File: src/rtl/mfs_pkg.sv
package mfs_pkg;
   // instruction cycle phases, gray ordered
   typedef enum logic [1:0] {
      PH_T1 = 2'b00,
      PH_T2 = 2'b01,
      PH_T3 = 2'b11,
      PH_T4 = 2'b10
   } mfs_phase_e;

   // sequencer core widths
   localparam int PC_WIDTH = 10;
   localparam int PAGE_WIDTH = 2;
   localparam int WORD_WIDTH = 16;
   localparam int DATA_WIDTH = 8;
   localparam int STACK_DEPTH = 4;

   // values after reset
   localparam logic [9:0] RESET_VECTOR = 10'h000;
   localparam logic [2:0] STACK_PTR_RESET = 3'h0;
   localparam logic [7:0] ACC_RESET = 8'h00;

   // status field positions
   localparam int ST_CARRY = 0;
   localparam int ST_ZERO = 1;
   localparam int ST_AUXC = 2;
   localparam int ST_OVF = 3;

   // alu operation codes presented by the decoder
   typedef enum logic [4:0] {
      OP_NONE = 5'h00,
      OP_ADD = 5'h01,
      OP_ADC = 5'h02,
      OP_SUB = 5'h03,
      OP_SBC = 5'h04,
      OP_DECADJ = 5'h05,
      OP_AND = 5'h06,
      OP_OR = 5'h07,
      OP_XOR = 5'h08,
      OP_CPL = 5'h09,
      OP_RR = 5'h0A,
      OP_RRC = 5'h0B,
      OP_RL = 5'h0C,
      OP_RLC = 5'h0D,
      OP_INC = 5'h0E,
      OP_DEC = 5'h0F,
      OP_PASS = 5'h10
   } mfs_aluop_e;

   // flow control kinds presented by the decoder
   typedef enum logic [2:0] {
      FL_SEQ = 3'h0,
      FL_JUMP = 3'h1,
      FL_CALL = 3'h2,
      FL_RETURN = 3'h3,
      FL_SKIP = 3'h4,
      FL_TABLE = 3'h5
   } mfs_flow_e;
endpackage : mfs_pkg

File: src/rtl/mfs_alu.sv
`timescale 1ns/1ps
`default_nettype none
module mfs_alu
   import mfs_pkg::*;
#(
   parameter int WIDTH = 8
) (
   input wire mfs_aluop_e op,
   input wire logic [WIDTH-1:0] opA,
   input wire logic [WIDTH-1:0] opB,
   input wire logic carryIn,
   output logic [WIDTH-1:0] result,
   output logic carryOut,
   output logic auxCarry,
   output logic overflow,
   output logic isZero
);
   logic [WIDTH:0] wide;
   logic [4:0] nib;

   // 8-bit datapath; borrow shows as carry clear, as usual for this family
   always_comb begin
      wide = '0;
      nib = '0;
      overflow = 1'b0;
      case (op)
         OP_ADD, OP_ADC: begin
            wide = {1'b0, opA} + {1'b0, opB} + {{WIDTH{1'b0}},
               (op == OP_ADC) & carryIn};
            nib = {1'b0, opA[3:0]} + {1'b0, opB[3:0]} +
               {4'h0, (op == OP_ADC) & carryIn};
            overflow = (opA[WIDTH-1] == opB[WIDTH-1]) &&
               (wide[WIDTH-1] != opA[WIDTH-1]);
         end
         OP_SUB, OP_SBC: begin
            wide = {1'b0, opA} + {1'b0, ~opB} + {{WIDTH{1'b0}},
               (op == OP_SUB) | carryIn};
            nib = {1'b0, opA[3:0]} + {1'b0, ~opB[3:0]} +
               {4'h0, (op == OP_SUB) | carryIn};
            overflow = (opA[WIDTH-1] != opB[WIDTH-1]) &&
               (wide[WIDTH-1] != opA[WIDTH-1]);
         end
         OP_DECADJ: begin
            // adjust each nibble that passed nine
            wide = {1'b0, opA};
            if (opA[3:0] > 4'h9)
               wide = wide + {{(WIDTH-3){1'b0}}, 4'h6};
            if (wide[WIDTH:4] > {1'b0, 4'h9} || carryIn)
               wide = wide + {1'b0, 8'h60};
            wide[WIDTH] = wide[WIDTH] | carryIn;
         end
         OP_AND: wide = {1'b0, opA & opB};
         OP_OR: wide = {1'b0, opA | opB};
         OP_XOR: wide = {1'b0, opA ^ opB};
         OP_CPL: wide = {1'b0, ~opB};
         OP_RR: wide = {1'b0, opB[0], opB[WIDTH-1:1]};
         OP_RRC: wide = {opB[0], carryIn, opB[WIDTH-1:1]};
         OP_RL: wide = {1'b0, opB[WIDTH-2:0], opB[WIDTH-1]};
         OP_RLC: wide = {opB[WIDTH-1], opB[WIDTH-2:0], carryIn};
         OP_INC: wide = {1'b0, opB} + 9'h001;
         OP_DEC: wide = {1'b0, opB} - 9'h001;
         default: wide = {1'b0, opB};
      endcase
   end

   assign result = wide[WIDTH-1:0];
   assign carryOut = wide[WIDTH];
   assign auxCarry = nib[4];
   assign isZero = (wide[WIDTH-1:0] == '0);
endmodule : mfs_alu
`default_nettype wire

File: src/rtl/mfs_stack.sv
`timescale 1ns/1ps
`default_nettype none
module mfs_stack
   import mfs_pkg::*;
#(
   parameter int DEPTH = 4,
   parameter int WIDTH = 10
) (
   input wire logic clock,
   input wire logic srst,
   input wire logic push,
   input wire logic pop,
   input wire logic [WIDTH-1:0] pushValue,
   output logic [WIDTH-1:0] topValue,
   output logic full
);
   logic [WIDTH-1:0] levels_ff [DEPTH];
   logic [2:0] count_ff;

   // shift stack: a push when full drops the oldest level off the bottom
   always_ff @(posedge clock) begin
      if (push) begin
         levels_ff[0] <= pushValue;
         for (int i = 1; i < DEPTH; i++) begin
            levels_ff[i] <= levels_ff[i-1];
         end
      end else if (pop) begin
         for (int i = 0; i < DEPTH - 1; i++) begin
            levels_ff[i] <= levels_ff[i+1];
         end
      end
   end

   // level count, the hidden pointer
   always_ff @(posedge clock) begin
      if (srst) begin
         count_ff <= STACK_PTR_RESET;
      end else if (push && count_ff != 3'(DEPTH)) begin
         count_ff <= count_ff + 3'h1;
      end else if (pop && !push && count_ff != 3'h0) begin
         count_ff <= count_ff - 3'h1;
      end
   end

   assign topValue = levels_ff[0];
   assign full = (count_ff == 3'(DEPTH));
endmodule : mfs_stack
`default_nettype wire

File: src/rtl/mfs_sequencer.sv
`timescale 1ns/1ps
`default_nettype none
// Notes on behaviour
// RL1: four phases form one instruction cycle
// RL2: first phase advances counter and fetches
// RL3: overlapped fetch; flow changes cost two cycles
// RL4: counter increments unless flow redirects
// RL5: ten bit counter, only low byte visible
// RL6: jumps, calls, interrupts, reset load target
// RL7: taken skip discards prefetch, inserts dummy
// RL8: low byte write jumps within page
// RL9: low byte readable and writable register
// RL10: hidden four level counter stack
// RL11: call or interrupt acknowledge pushes counter
// RL12: returns pop and restore counter
// RL13: reset points stack at top
// RL14: full stack holds interrupt until return
// RL15: call on full stack loses oldest
// RL16: eight bit alu through accumulator
// RL17: result to destination, status updated
// RL18: add, subtract with carry, decimal adjust
// RL19: program memory 1K by 16 words
// RL20: table reads use separate table pointer
// RL21: execution starts at address zero
// RL22: table low to destination, high separate
// RL23: table instructions take two cycles
// RL24: interrupt pushes next instruction address
// RL25: low byte write redirects next fetch
module mfs_sequencer
   import mfs_pkg::*;
#(
   parameter int PCW = PC_WIDTH,
   parameter int DW = DATA_WIDTH,
   parameter int IW = WORD_WIDTH,
   parameter logic [9:0] INT_VECTOR = 10'h004
) (
   input wire logic clock,
   input wire logic srst,
   // program memory side
   output logic [PCW-1:0] progAddr,
   output logic progRead,
   input wire logic [IW-1:0] progData,
   // decoder side: describes the instruction now executing
   output logic [IW-1:0] instrWord,
   output logic instrValid,
   input wire mfs_flow_e flowKind,
   input wire logic [PCW-1:0] flowTarget,
   input wire mfs_aluop_e aluOp,
   input wire logic [DW-1:0] memOperand,
   input wire logic useImmediate,
   input wire logic destIsAcc,
   input wire logic skipOnZero,
   input wire logic [PCW-1:0] tablePointer,
   // low byte register port
   input wire logic pcLowWrite,
   input wire logic [DW-1:0] pcLowWriteData,
   output logic [DW-1:0] pcLowReadData,
   // interrupt side
   input wire logic intRequest,
   output logic intAck,
   // results
   output logic [DW-1:0] accumulator,
   output logic [DW-1:0] memResult,
   output logic memWrite,
   output logic [DW-1:0] tableHighResult,
   output logic [3:0] status,
   output mfs_phase_e cyclePhases
);
   ////////////////////////////////////////////////////////////////////
   mfs_phase_e phase_ff;
   logic [PCW-1:0] pc_ff;
   logic [PCW-1:0] nxt_pc;
   logic [IW-1:0] instr_ff;
   logic valid_ff;
   logic dummy_ff;
   logic tableFetch_ff;
   logic pending_ff;
   logic [DW-1:0] acc_ff;
   logic [3:0] status_ff;
   logic [DW-1:0] memRes_ff;
   logic memWr_ff;
   logic [DW-1:0] tblHigh_ff;
   logic [DW-1:0] pcLowPending_ff;
   logic pcLowWritten_ff;
   logic [PCW-1:0] stackTop;
   logic stackFull;
   logic push;
   logic pop;
   logic [PCW-1:0] pushValue;
   logic [DW-1:0] aluB;
   logic [DW-1:0] aluResult;
   logic aluCarry;
   logic aluAux;
   logic aluOvf;
   logic aluZero;
   logic atT1;
   logic atT4;
   logic execNow;
   logic takeInt;
   logic skipTaken;
   logic isTable;
   logic intWindow;
   logic tableSlot;

   assign atT1 = (phase_ff == PH_T1);
   assign atT4 = (phase_ff == PH_T4);
   // an instruction completes at the end of its T4 unless dummy
   assign execNow = atT4 && valid_ff && !dummy_ff;
   // the slot after a table instruction reads table data, not code
   assign tableSlot = dummy_ff && tableFetch_ff;

   ////////////////////////////////////////////////////////////////////
   // phase generator: one gray step per system clock
   // gray order keeps a decode of one phase from glitching into another
   always_ff @(posedge clock) begin
      if (srst) begin
         phase_ff <= PH_T1;
      end else begin
         case (phase_ff) // RL1
            PH_T1: phase_ff <= PH_T2;
            PH_T2: phase_ff <= PH_T3;
            PH_T3: phase_ff <= PH_T4;
            default: phase_ff <= PH_T1;
         endcase
      end
   end

   ////////////////////////////////////////////////////////////////////
   // an interrupt may cut in only where the counter already holds the
   // true next address: a dummy slot or a plain sequential step; a
   // branch, skip, table or low byte write in flight would lose its target
   assign intWindow = atT4 && !pcLowWritten_ff &&
      !(execNow && flowKind != FL_SEQ); // RL24
   // acknowledge waits while every stack level is taken
   assign takeInt = intWindow && (pending_ff || intRequest) &&
      !stackFull; // RL14
   assign skipTaken = execNow && flowKind == FL_SKIP &&
      (aluZero == skipOnZero);
   assign isTable = execNow && flowKind == FL_TABLE;

   // request flag stays recorded until acknowledged; a request served in
   // the very cycle it arrives is not kept as well, or it would be
   // serviced twice, while one arriving behind an older recorded
   // request is kept
   always_ff @(posedge clock) begin
      if (srst) begin
         pending_ff <= 1'b0;
      end else if (takeInt) begin
         pending_ff <= pending_ff && intRequest;
      end else if (intRequest) begin
         pending_ff <= 1'b1;
      end
   end

   assign intAck = takeInt;

   ////////////////////////////////////////////////////////////////////
   // push and pop requests to the hidden stack
   always_comb begin
      push = 1'b0;
      pop = 1'b0;
      pushValue = pc_ff;
      if (takeInt) begin
         push = 1'b1; // RL11
         pushValue = pc_ff; // RL24
      end else if (execNow && flowKind == FL_CALL) begin
         push = 1'b1; // RL15
      end else if (execNow && flowKind == FL_RETURN) begin
         pop = 1'b1; // RL12
      end
   end

   // a call on a full stack still pushes; the oldest address falls off
   mfs_stack #(
      .DEPTH(STACK_DEPTH),
      .WIDTH(PCW)
   ) u_stack (
      .clock(clock),
      .srst(srst), // RL13
      .push(push),
      .pop(pop),
      .pushValue(pushValue),
      .topValue(stackTop),
      .full(stackFull)
   ); // RL10

   ////////////////////////////////////////////////////////////////////
   // next fetch address, chosen at T4 for the coming T1
   always_comb begin
      nxt_pc = pc_ff + PCW'(1); // RL4
      if (takeInt) begin
         nxt_pc = INT_VECTOR; // RL6
      end else if (pcLowWritten_ff) begin
         nxt_pc = {pc_ff[PCW-1:DW], pcLowPending_ff}; // RL8 RL25
      end else if (execNow) begin
         case (flowKind)
            FL_JUMP, FL_CALL: nxt_pc = flowTarget; // RL6
            FL_RETURN: nxt_pc = stackTop; // RL12
            FL_TABLE: nxt_pc = pc_ff; // RL23
            default: nxt_pc = pc_ff + PCW'(1);
         endcase
      end else if (tableSlot) begin
         // the word after the table instruction is already held, so
         // fetching carries on past it and the table costs two cycles
         nxt_pc = pc_ff + PCW'(1); // RL23
      end
   end

   // counter moves only as T1 starts; reset lands on the vector
   // a single load point keeps every redirect in step with the phases
   always_ff @(posedge clock) begin
      if (srst) begin
         pc_ff <= RESET_VECTOR; // RL21
      end else if (atT4) begin
         pc_ff <= nxt_pc; // RL2
      end
   end

   ////////////////////////////////////////////////////////////////////
   // low byte write is latched and acted on at the next boundary
   // the page bits are not reachable and keep their value
   always_ff @(posedge clock) begin
      if (srst) begin
         pcLowWritten_ff <= 1'b0;
         pcLowPending_ff <= '0;
      end else if (pcLowWrite) begin
         pcLowWritten_ff <= 1'b1; // RL9
         pcLowPending_ff <= pcLowWriteData;
      end else if (atT4) begin
         pcLowWritten_ff <= 1'b0;
      end
   end

   assign pcLowReadData = pc_ff[DW-1:0]; // RL5 RL9

   ////////////////////////////////////////////////////////////////////
   // fetch: prefetched word is held; flow changes mark a dummy slot
   // trading one lost cycle for no branch predictor
   always_ff @(posedge clock) begin
      if (srst) begin
         instr_ff <= '0;
         valid_ff <= 1'b0;
         dummy_ff <= 1'b0;
         tableFetch_ff <= 1'b0;
      end else if (atT4) begin
         // the table slot returns data, so the prefetched word is kept
         if (!tableSlot) begin
            instr_ff <= progData; // RL19
         end
         valid_ff <= 1'b1;
         dummy_ff <= takeInt || pcLowWritten_ff || skipTaken || // RL7
            (execNow && (flowKind == FL_JUMP || flowKind == FL_CALL ||
            flowKind == FL_RETURN || flowKind == FL_TABLE)); // RL3
         tableFetch_ff <= isTable;
      end
   end

   // table slot presents the table pointer instead of the counter
   assign progAddr = tableSlot ? tablePointer : pc_ff; // RL20
   assign progRead = atT1 || (atT4 && tableFetch_ff); // RL20
   assign instrWord = instr_ff;
   assign instrValid = valid_ff && !dummy_ff;

   ////////////////////////////////////////////////////////////////////
   // operand b: the immediate field of the word, or the memory operand
   assign aluB = useImmediate ? instr_ff[DW-1:0] : memOperand;

   mfs_alu #(
      .WIDTH(DW)
   ) u_alu (
      .op(aluOp),
      .opA(acc_ff),
      .opB(aluB),
      .carryIn(status_ff[ST_CARRY]),
      .result(aluResult),
      .carryOut(aluCarry),
      .auxCarry(aluAux),
      .overflow(aluOvf),
      .isZero(aluZero)
   ); // RL16 RL18

   // result lands in accumulator or memory at end of execution
   // the table slot hands its low byte out through the same write path
   always_ff @(posedge clock) begin
      if (srst) begin
         acc_ff <= ACC_RESET;
         memRes_ff <= '0;
         memWr_ff <= 1'b0;
      end else begin
         memWr_ff <= 1'b0;
         if (execNow && aluOp != OP_NONE && flowKind == FL_SEQ) begin
            if (destIsAcc) begin
               acc_ff <= aluResult; // RL17
            end else begin
               memRes_ff <= aluResult;
               memWr_ff <= 1'b1;
            end
         end else if (execNow && flowKind == FL_SKIP && !destIsAcc &&
            aluOp != OP_NONE) begin
            memRes_ff <= aluResult; // skip-with-update forms
            memWr_ff <= 1'b1;
         end else if (dummy_ff && tableFetch_ff && atT4) begin
            memRes_ff <= progData[DW-1:0]; // RL22
            memWr_ff <= 1'b1;
         end
      end
   end

   // status flags; logic ops leave carry alone
   // a borrow reads as carry clear after a subtract
   always_ff @(posedge clock) begin
      if (srst) begin
         status_ff <= '0;
      end else if (execNow && aluOp != OP_NONE && aluOp != OP_PASS) begin
         status_ff[ST_ZERO] <= aluZero; // RL17
         if (aluOp inside {OP_ADD, OP_ADC, OP_SUB, OP_SBC}) begin
            status_ff[ST_CARRY] <= aluCarry;
            status_ff[ST_AUXC] <= aluAux;
            status_ff[ST_OVF] <= aluOvf;
         end else if (aluOp inside {OP_DECADJ, OP_RRC, OP_RLC}) begin
            status_ff[ST_CARRY] <= aluCarry;
         end
      end
   end

   // high part of the table word; bits above the word read zero
   always_ff @(posedge clock) begin
      if (srst) begin
         tblHigh_ff <= '0;
      end else if (dummy_ff && tableFetch_ff && atT4) begin
         tblHigh_ff <= DW'(progData[IW-1:DW]); // RL22
      end
   end

   ////////////////////////////////////////////////////////////////////
   // outputs straight from the registers
   assign accumulator = acc_ff;
   assign memResult = memRes_ff;
   assign memWrite = memWr_ff;
   assign tableHighResult = tblHigh_ff;
   assign status = status_ff;
   assign cyclePhases = phase_ff;
endmodule : mfs_sequencer
`default_nettype wire

File: config.mk
export PLATFORM = sky130hd
export DESIGN_NAME = mfs_sequencer
export DESIGN_NICKNAME = d
export VERILOG_FILES = /design/src/rtl/mfs_pkg.sv /design/src/rtl/mfs_alu.sv /design/src/rtl/mfs_stack.sv /design/src/rtl/mfs_sequencer.sv
export SDC_FILE = /design/constraint.sdc
export NUM_CORES = 1
export LEC_CHECK = 0
export BUFFER_PORTS_ARGS = -buffer_cell sky130_fd_sc_hd__buf_2
export CAP_MARGIN = 40
export CORE_UTILIZATION = 51
export DETAILED_ROUTE_END_ITERATION = 8
export PLACE_DENSITY = 0.74
export SYNTH_ARGS = -nofsm -noshare
export SYNTH_HDL_FRONTEND = slang
export SYNTH_SLANG_ARGS = --single-unit
File: constraint.sdc
create_clock -name clock -period 5 [get_ports clock]
set_input_delay 1.25 -clock clock [delete_from_list [all_inputs] [get_ports clock]]
set_output_delay 1.25 -clock clock [all_outputs]
set_load 0.005 [all_outputs]
==> flow_metrics.tcl <==
set metrics [dict create \
    synth.most_common_cell "nand2_1" \
    cp_max_fo 3 \
    avgSynthCellArea_um2 8.22 \
    die_area_um2 14900 \
    vias 7057 \
    drt-met1-wl_um 9740 \
    drc_errors 0 \
    fin_crit_ps 4590 \
    viasPerCell 5.79 \
    cp_cell_sequence "buf_2, nor3_1, nand4_1, fa_1, fa_1, buf_4, o21a_1, o31ai_1, a2bb2oi_1, mux2i_1, o41ai_1, nor4b_2, xor2_1, o22ai_1" \
    worstSetupEndpointType "register" \
    setup_tns_ps 0 \
    setup_violations 0 \
    clock_latency_ps 410 \
    min_path_type "reg2reg" \
    tightest_slew_ps 933 \
    critPathSlowestCell "o41ai_1" \
    relSlewSlack_pct 37.6 \
    cp-start-kind "input port" \
    diodes 0 \
    min_delay_worst_endpoint "tableHighResult[4]$_SDFFE_PP0P_" \
    cts_tree "yes" \
    ys_seq_area_share_pct 36.1 \
    cts_setup_buffers 0 \
    place_hpwl_um 15700 \
    route.met3.wl_um 2030 \
    cts_root_buffer "clkbuf_16" \
    whs_path_depth 2 \
    muxShareOfSynthArea_pct 7.78 \
    nets 1132 \
    synth_edf_count 40 \
    ff2ff_setup_slack_ps 1040 \
    syn_nets 1003 \
    placed_area_um2 8260 \
    grt_pass1_vias 6319 \
    portBuffers 134 \
    rows 43 \
    wl_per_cell_um 17.6 \
    max_stage_delay_ps 520 \
    leakagePower_uw 0.00382 \
    crit_start "aluOp[2]" \
    grt_setup_unrepaired "false" \
    finalCritPeriodShare_pct 91.8 \
    maxUsedRoutingLayer "met4" \
    die_x_um 122 \
    grt_first_pass_wirelength_um 33300 \
    grt_overflow 0 \
    clkTransAtPathRegs_ps 60 \
    power.switching_uw 664 \
    drive_above_1_share_pct 22.2 \
    ys_ff_latch 113 \
    peakVddDrop_uv 323 \
    p_per_area_nw_per_um2 279 \
    cts_buffers 17 \
    fin_area_um2 8830 \
    synth_top_area_cell "dfxtp_1" \
    ant_nets 0 \
    maxCapViolCount 0 \
    synth_cells 896 \
    worstPathRequired_ps 5280 \
    cp.arrival_ps 4880 \
    synth_top_family_by_area "simple AND/OR/NAND/NOR gates" \
    power_switching_share_pct 27.0 \
    worstReg2RegStart "accumulator[0]$_SDFFE_PP0P_" \
    synth_top_area_share_pct 19.8 \
    crit_top_cell "fa_1" \
    cell_internal_pwr_uw 1800 \
    grtUsageTotal_pct 29.0 \
    hold_violations 0 \
    drtPass1Iterations 6 \
    htreeDepth 4 \
    synth_fa_ha_area_share_pct 7.54 \
    die_h_um 122 \
    drv_slew 0 \
    io_pins 135 \
    cts_resized 0 \
    synth.top_cells.by_area "dfxtp_1 (20%), edfxtp_1 (16%), nand2_1 (9.4%), ha_1 (5.8%), a21oi_1 (4.8%)" \
    clock-sinks 113 \
    synth_area_um2 7370 \
    grt_max_degree 35 \
    drtIter0Drc 755 \
    core_area_um2 14000 \
    synthXorXnorAreaFrac_pct 2.02 \
    yosys.area_share.simple_pct 21.7 \
    synthDistinctLibCells 78 \
    antenna_found_initial 0 \
    p_seq_share_pct 40.5 \
    dr_wl_met2_um 9300 \
    gp_congestion 0.945 \
    area_delta_synth_final_pct 19.9 \
    num-fill-cells 1210 \
    synth_compound_area_share_pct 19.5 \
    postCtsHoldBufs 0 \
    drt_wl_total_um 21400 \
    start_util_pct 52.7 \
    fmax_ghz 0.218 \
    synthFlopType "dfxtp_1" \
    synth_common_cells "nand2_1 (184), nor2_1 (90), dfxtp_1 (73)" \
    clock_path_buffers 2 \
    clock_skew_ps 9.86 \
    status "finished, final reports clean" \
    hold_start "tableHighResult[4]$_SDFFE_PP0P_" \
    clockPowerShare_pct 47.1 \
    r2r_end "dummy_ff$_SDFFE_PP0P_" \
    crit_type "in2reg" \
    r2r_cells 12 \
    p_comb_share_pct 12.4 \
    ys_warn_count 0 \
    synthArstFlopShare_pct 0 \
]
[cell type report]
cell class	count	area (um2)	area share, %
Sequential cell	113	2660	30.1
Inverter	30	113	1.27
Clock buffer	17	425	4.82
Multi-Input combinational cell	694	4320	48.9
Clock inverter	15	149	1.69
Timing Repair Buffer	169	943	10.7
Tap cell	180	225	2.55
[per-layer routing]
metal  GRT usage (%)  up-vias
li1                -     3452
met4            8.84        0
met3            7.72       38
met5               0        -
met1            42.2     3253
met2            41.3      314
[layout by cell type (no fill, tap or decap), drive strengths merged, types with 6 or more instances in the layout]
cell type,synthesis,routed
nand2,184,184
clkbuf,40,17
a211oi,25,25
o22ai,7,7
buf,19,169
nand3,22,22
nor2,90,90
ha,34,34
o21ai,35,35
a21oi,70,70
o211ai,8,8
inv,30,38
xnor2,9,9
xor2,8,8
nor2b,13,13
mux2,15,15
edfxtp,40,40
dfxtp,73,73
a22oi,10,10
mux2i,38,38
a221oi,7,7
fa,6,6
nand2b,7,7
nand4,6,6
nor3,12,12
[registers in the layout (all words and copies together) (netlist names), 2 cells and up]
name	count
accumulator	8
pcLowPending_ff	8
tableHighResult	8
u_stack.levels_ff	40
memResult	8
status	4
pc_ff	10
cyclePhases	2
u_stack.count_ff	3
instrWord	16
[power by group through the flow]
stage               Sequential (uW)  Clock [uW]  Combinational, uW
floorplan                      1010           0                189
CTS                             996        1170                300
detailed placement             1020           0                298
global placement               1020           0                295
finish                          997        1160                306
global route                   1000        1220                331
[worst max-delay path, delay by kind of cell]
family,cells,cell delay (ps)
and+or+nand+nor,3,790
xor gates and xnor gates,1,180
buffers and inverters,2,260
AOI/OAI and AO/OA,5,1430
muxes,1,90
adders and majority gates,2,870
[cell families after synthesis]
family	after synthesis
simple gates	364
mux	53
buf+inv	89
compound gates	219
flops	113
fa+ha+maj	41
xor+xnor	17
[per-stage QoR]
stage	util [%]	total power, uW	worst slack [ps]	hold WS [ps]	std cells
after detailed placement	59.0	1310	101	439	1186
after floorplan	-	1200	149	426	896
after global placement	58.9	1310	28.5	434	1184
after CTS	63.1	2470	502	451	1218
after global routing	63.1	2550	303	471	1218
final	63.1	2460	408	455	1218
[worst max-delay path by stage]
stage / to / slack (ps) / depth (start not counted)
finish: dummy_ff$_SDFFE_PP0P_ / 410 / 14
global route: dummy_ff$_SDFFE_PP0P_ / 300 / 17
CTS: dummy_ff$_SDFFE_PP0P_ / 500 / 17
detailed placement: dummy_ff$_SDFFE_PP0P_ / 100 / 17
global placement: dummy_ff$_SDFFE_PP0P_ / 30 / 17
floorplan: dummy_ff$_SDFFE_PP0P_ / 150 / 15
Power figures use the tool's default switching activity.
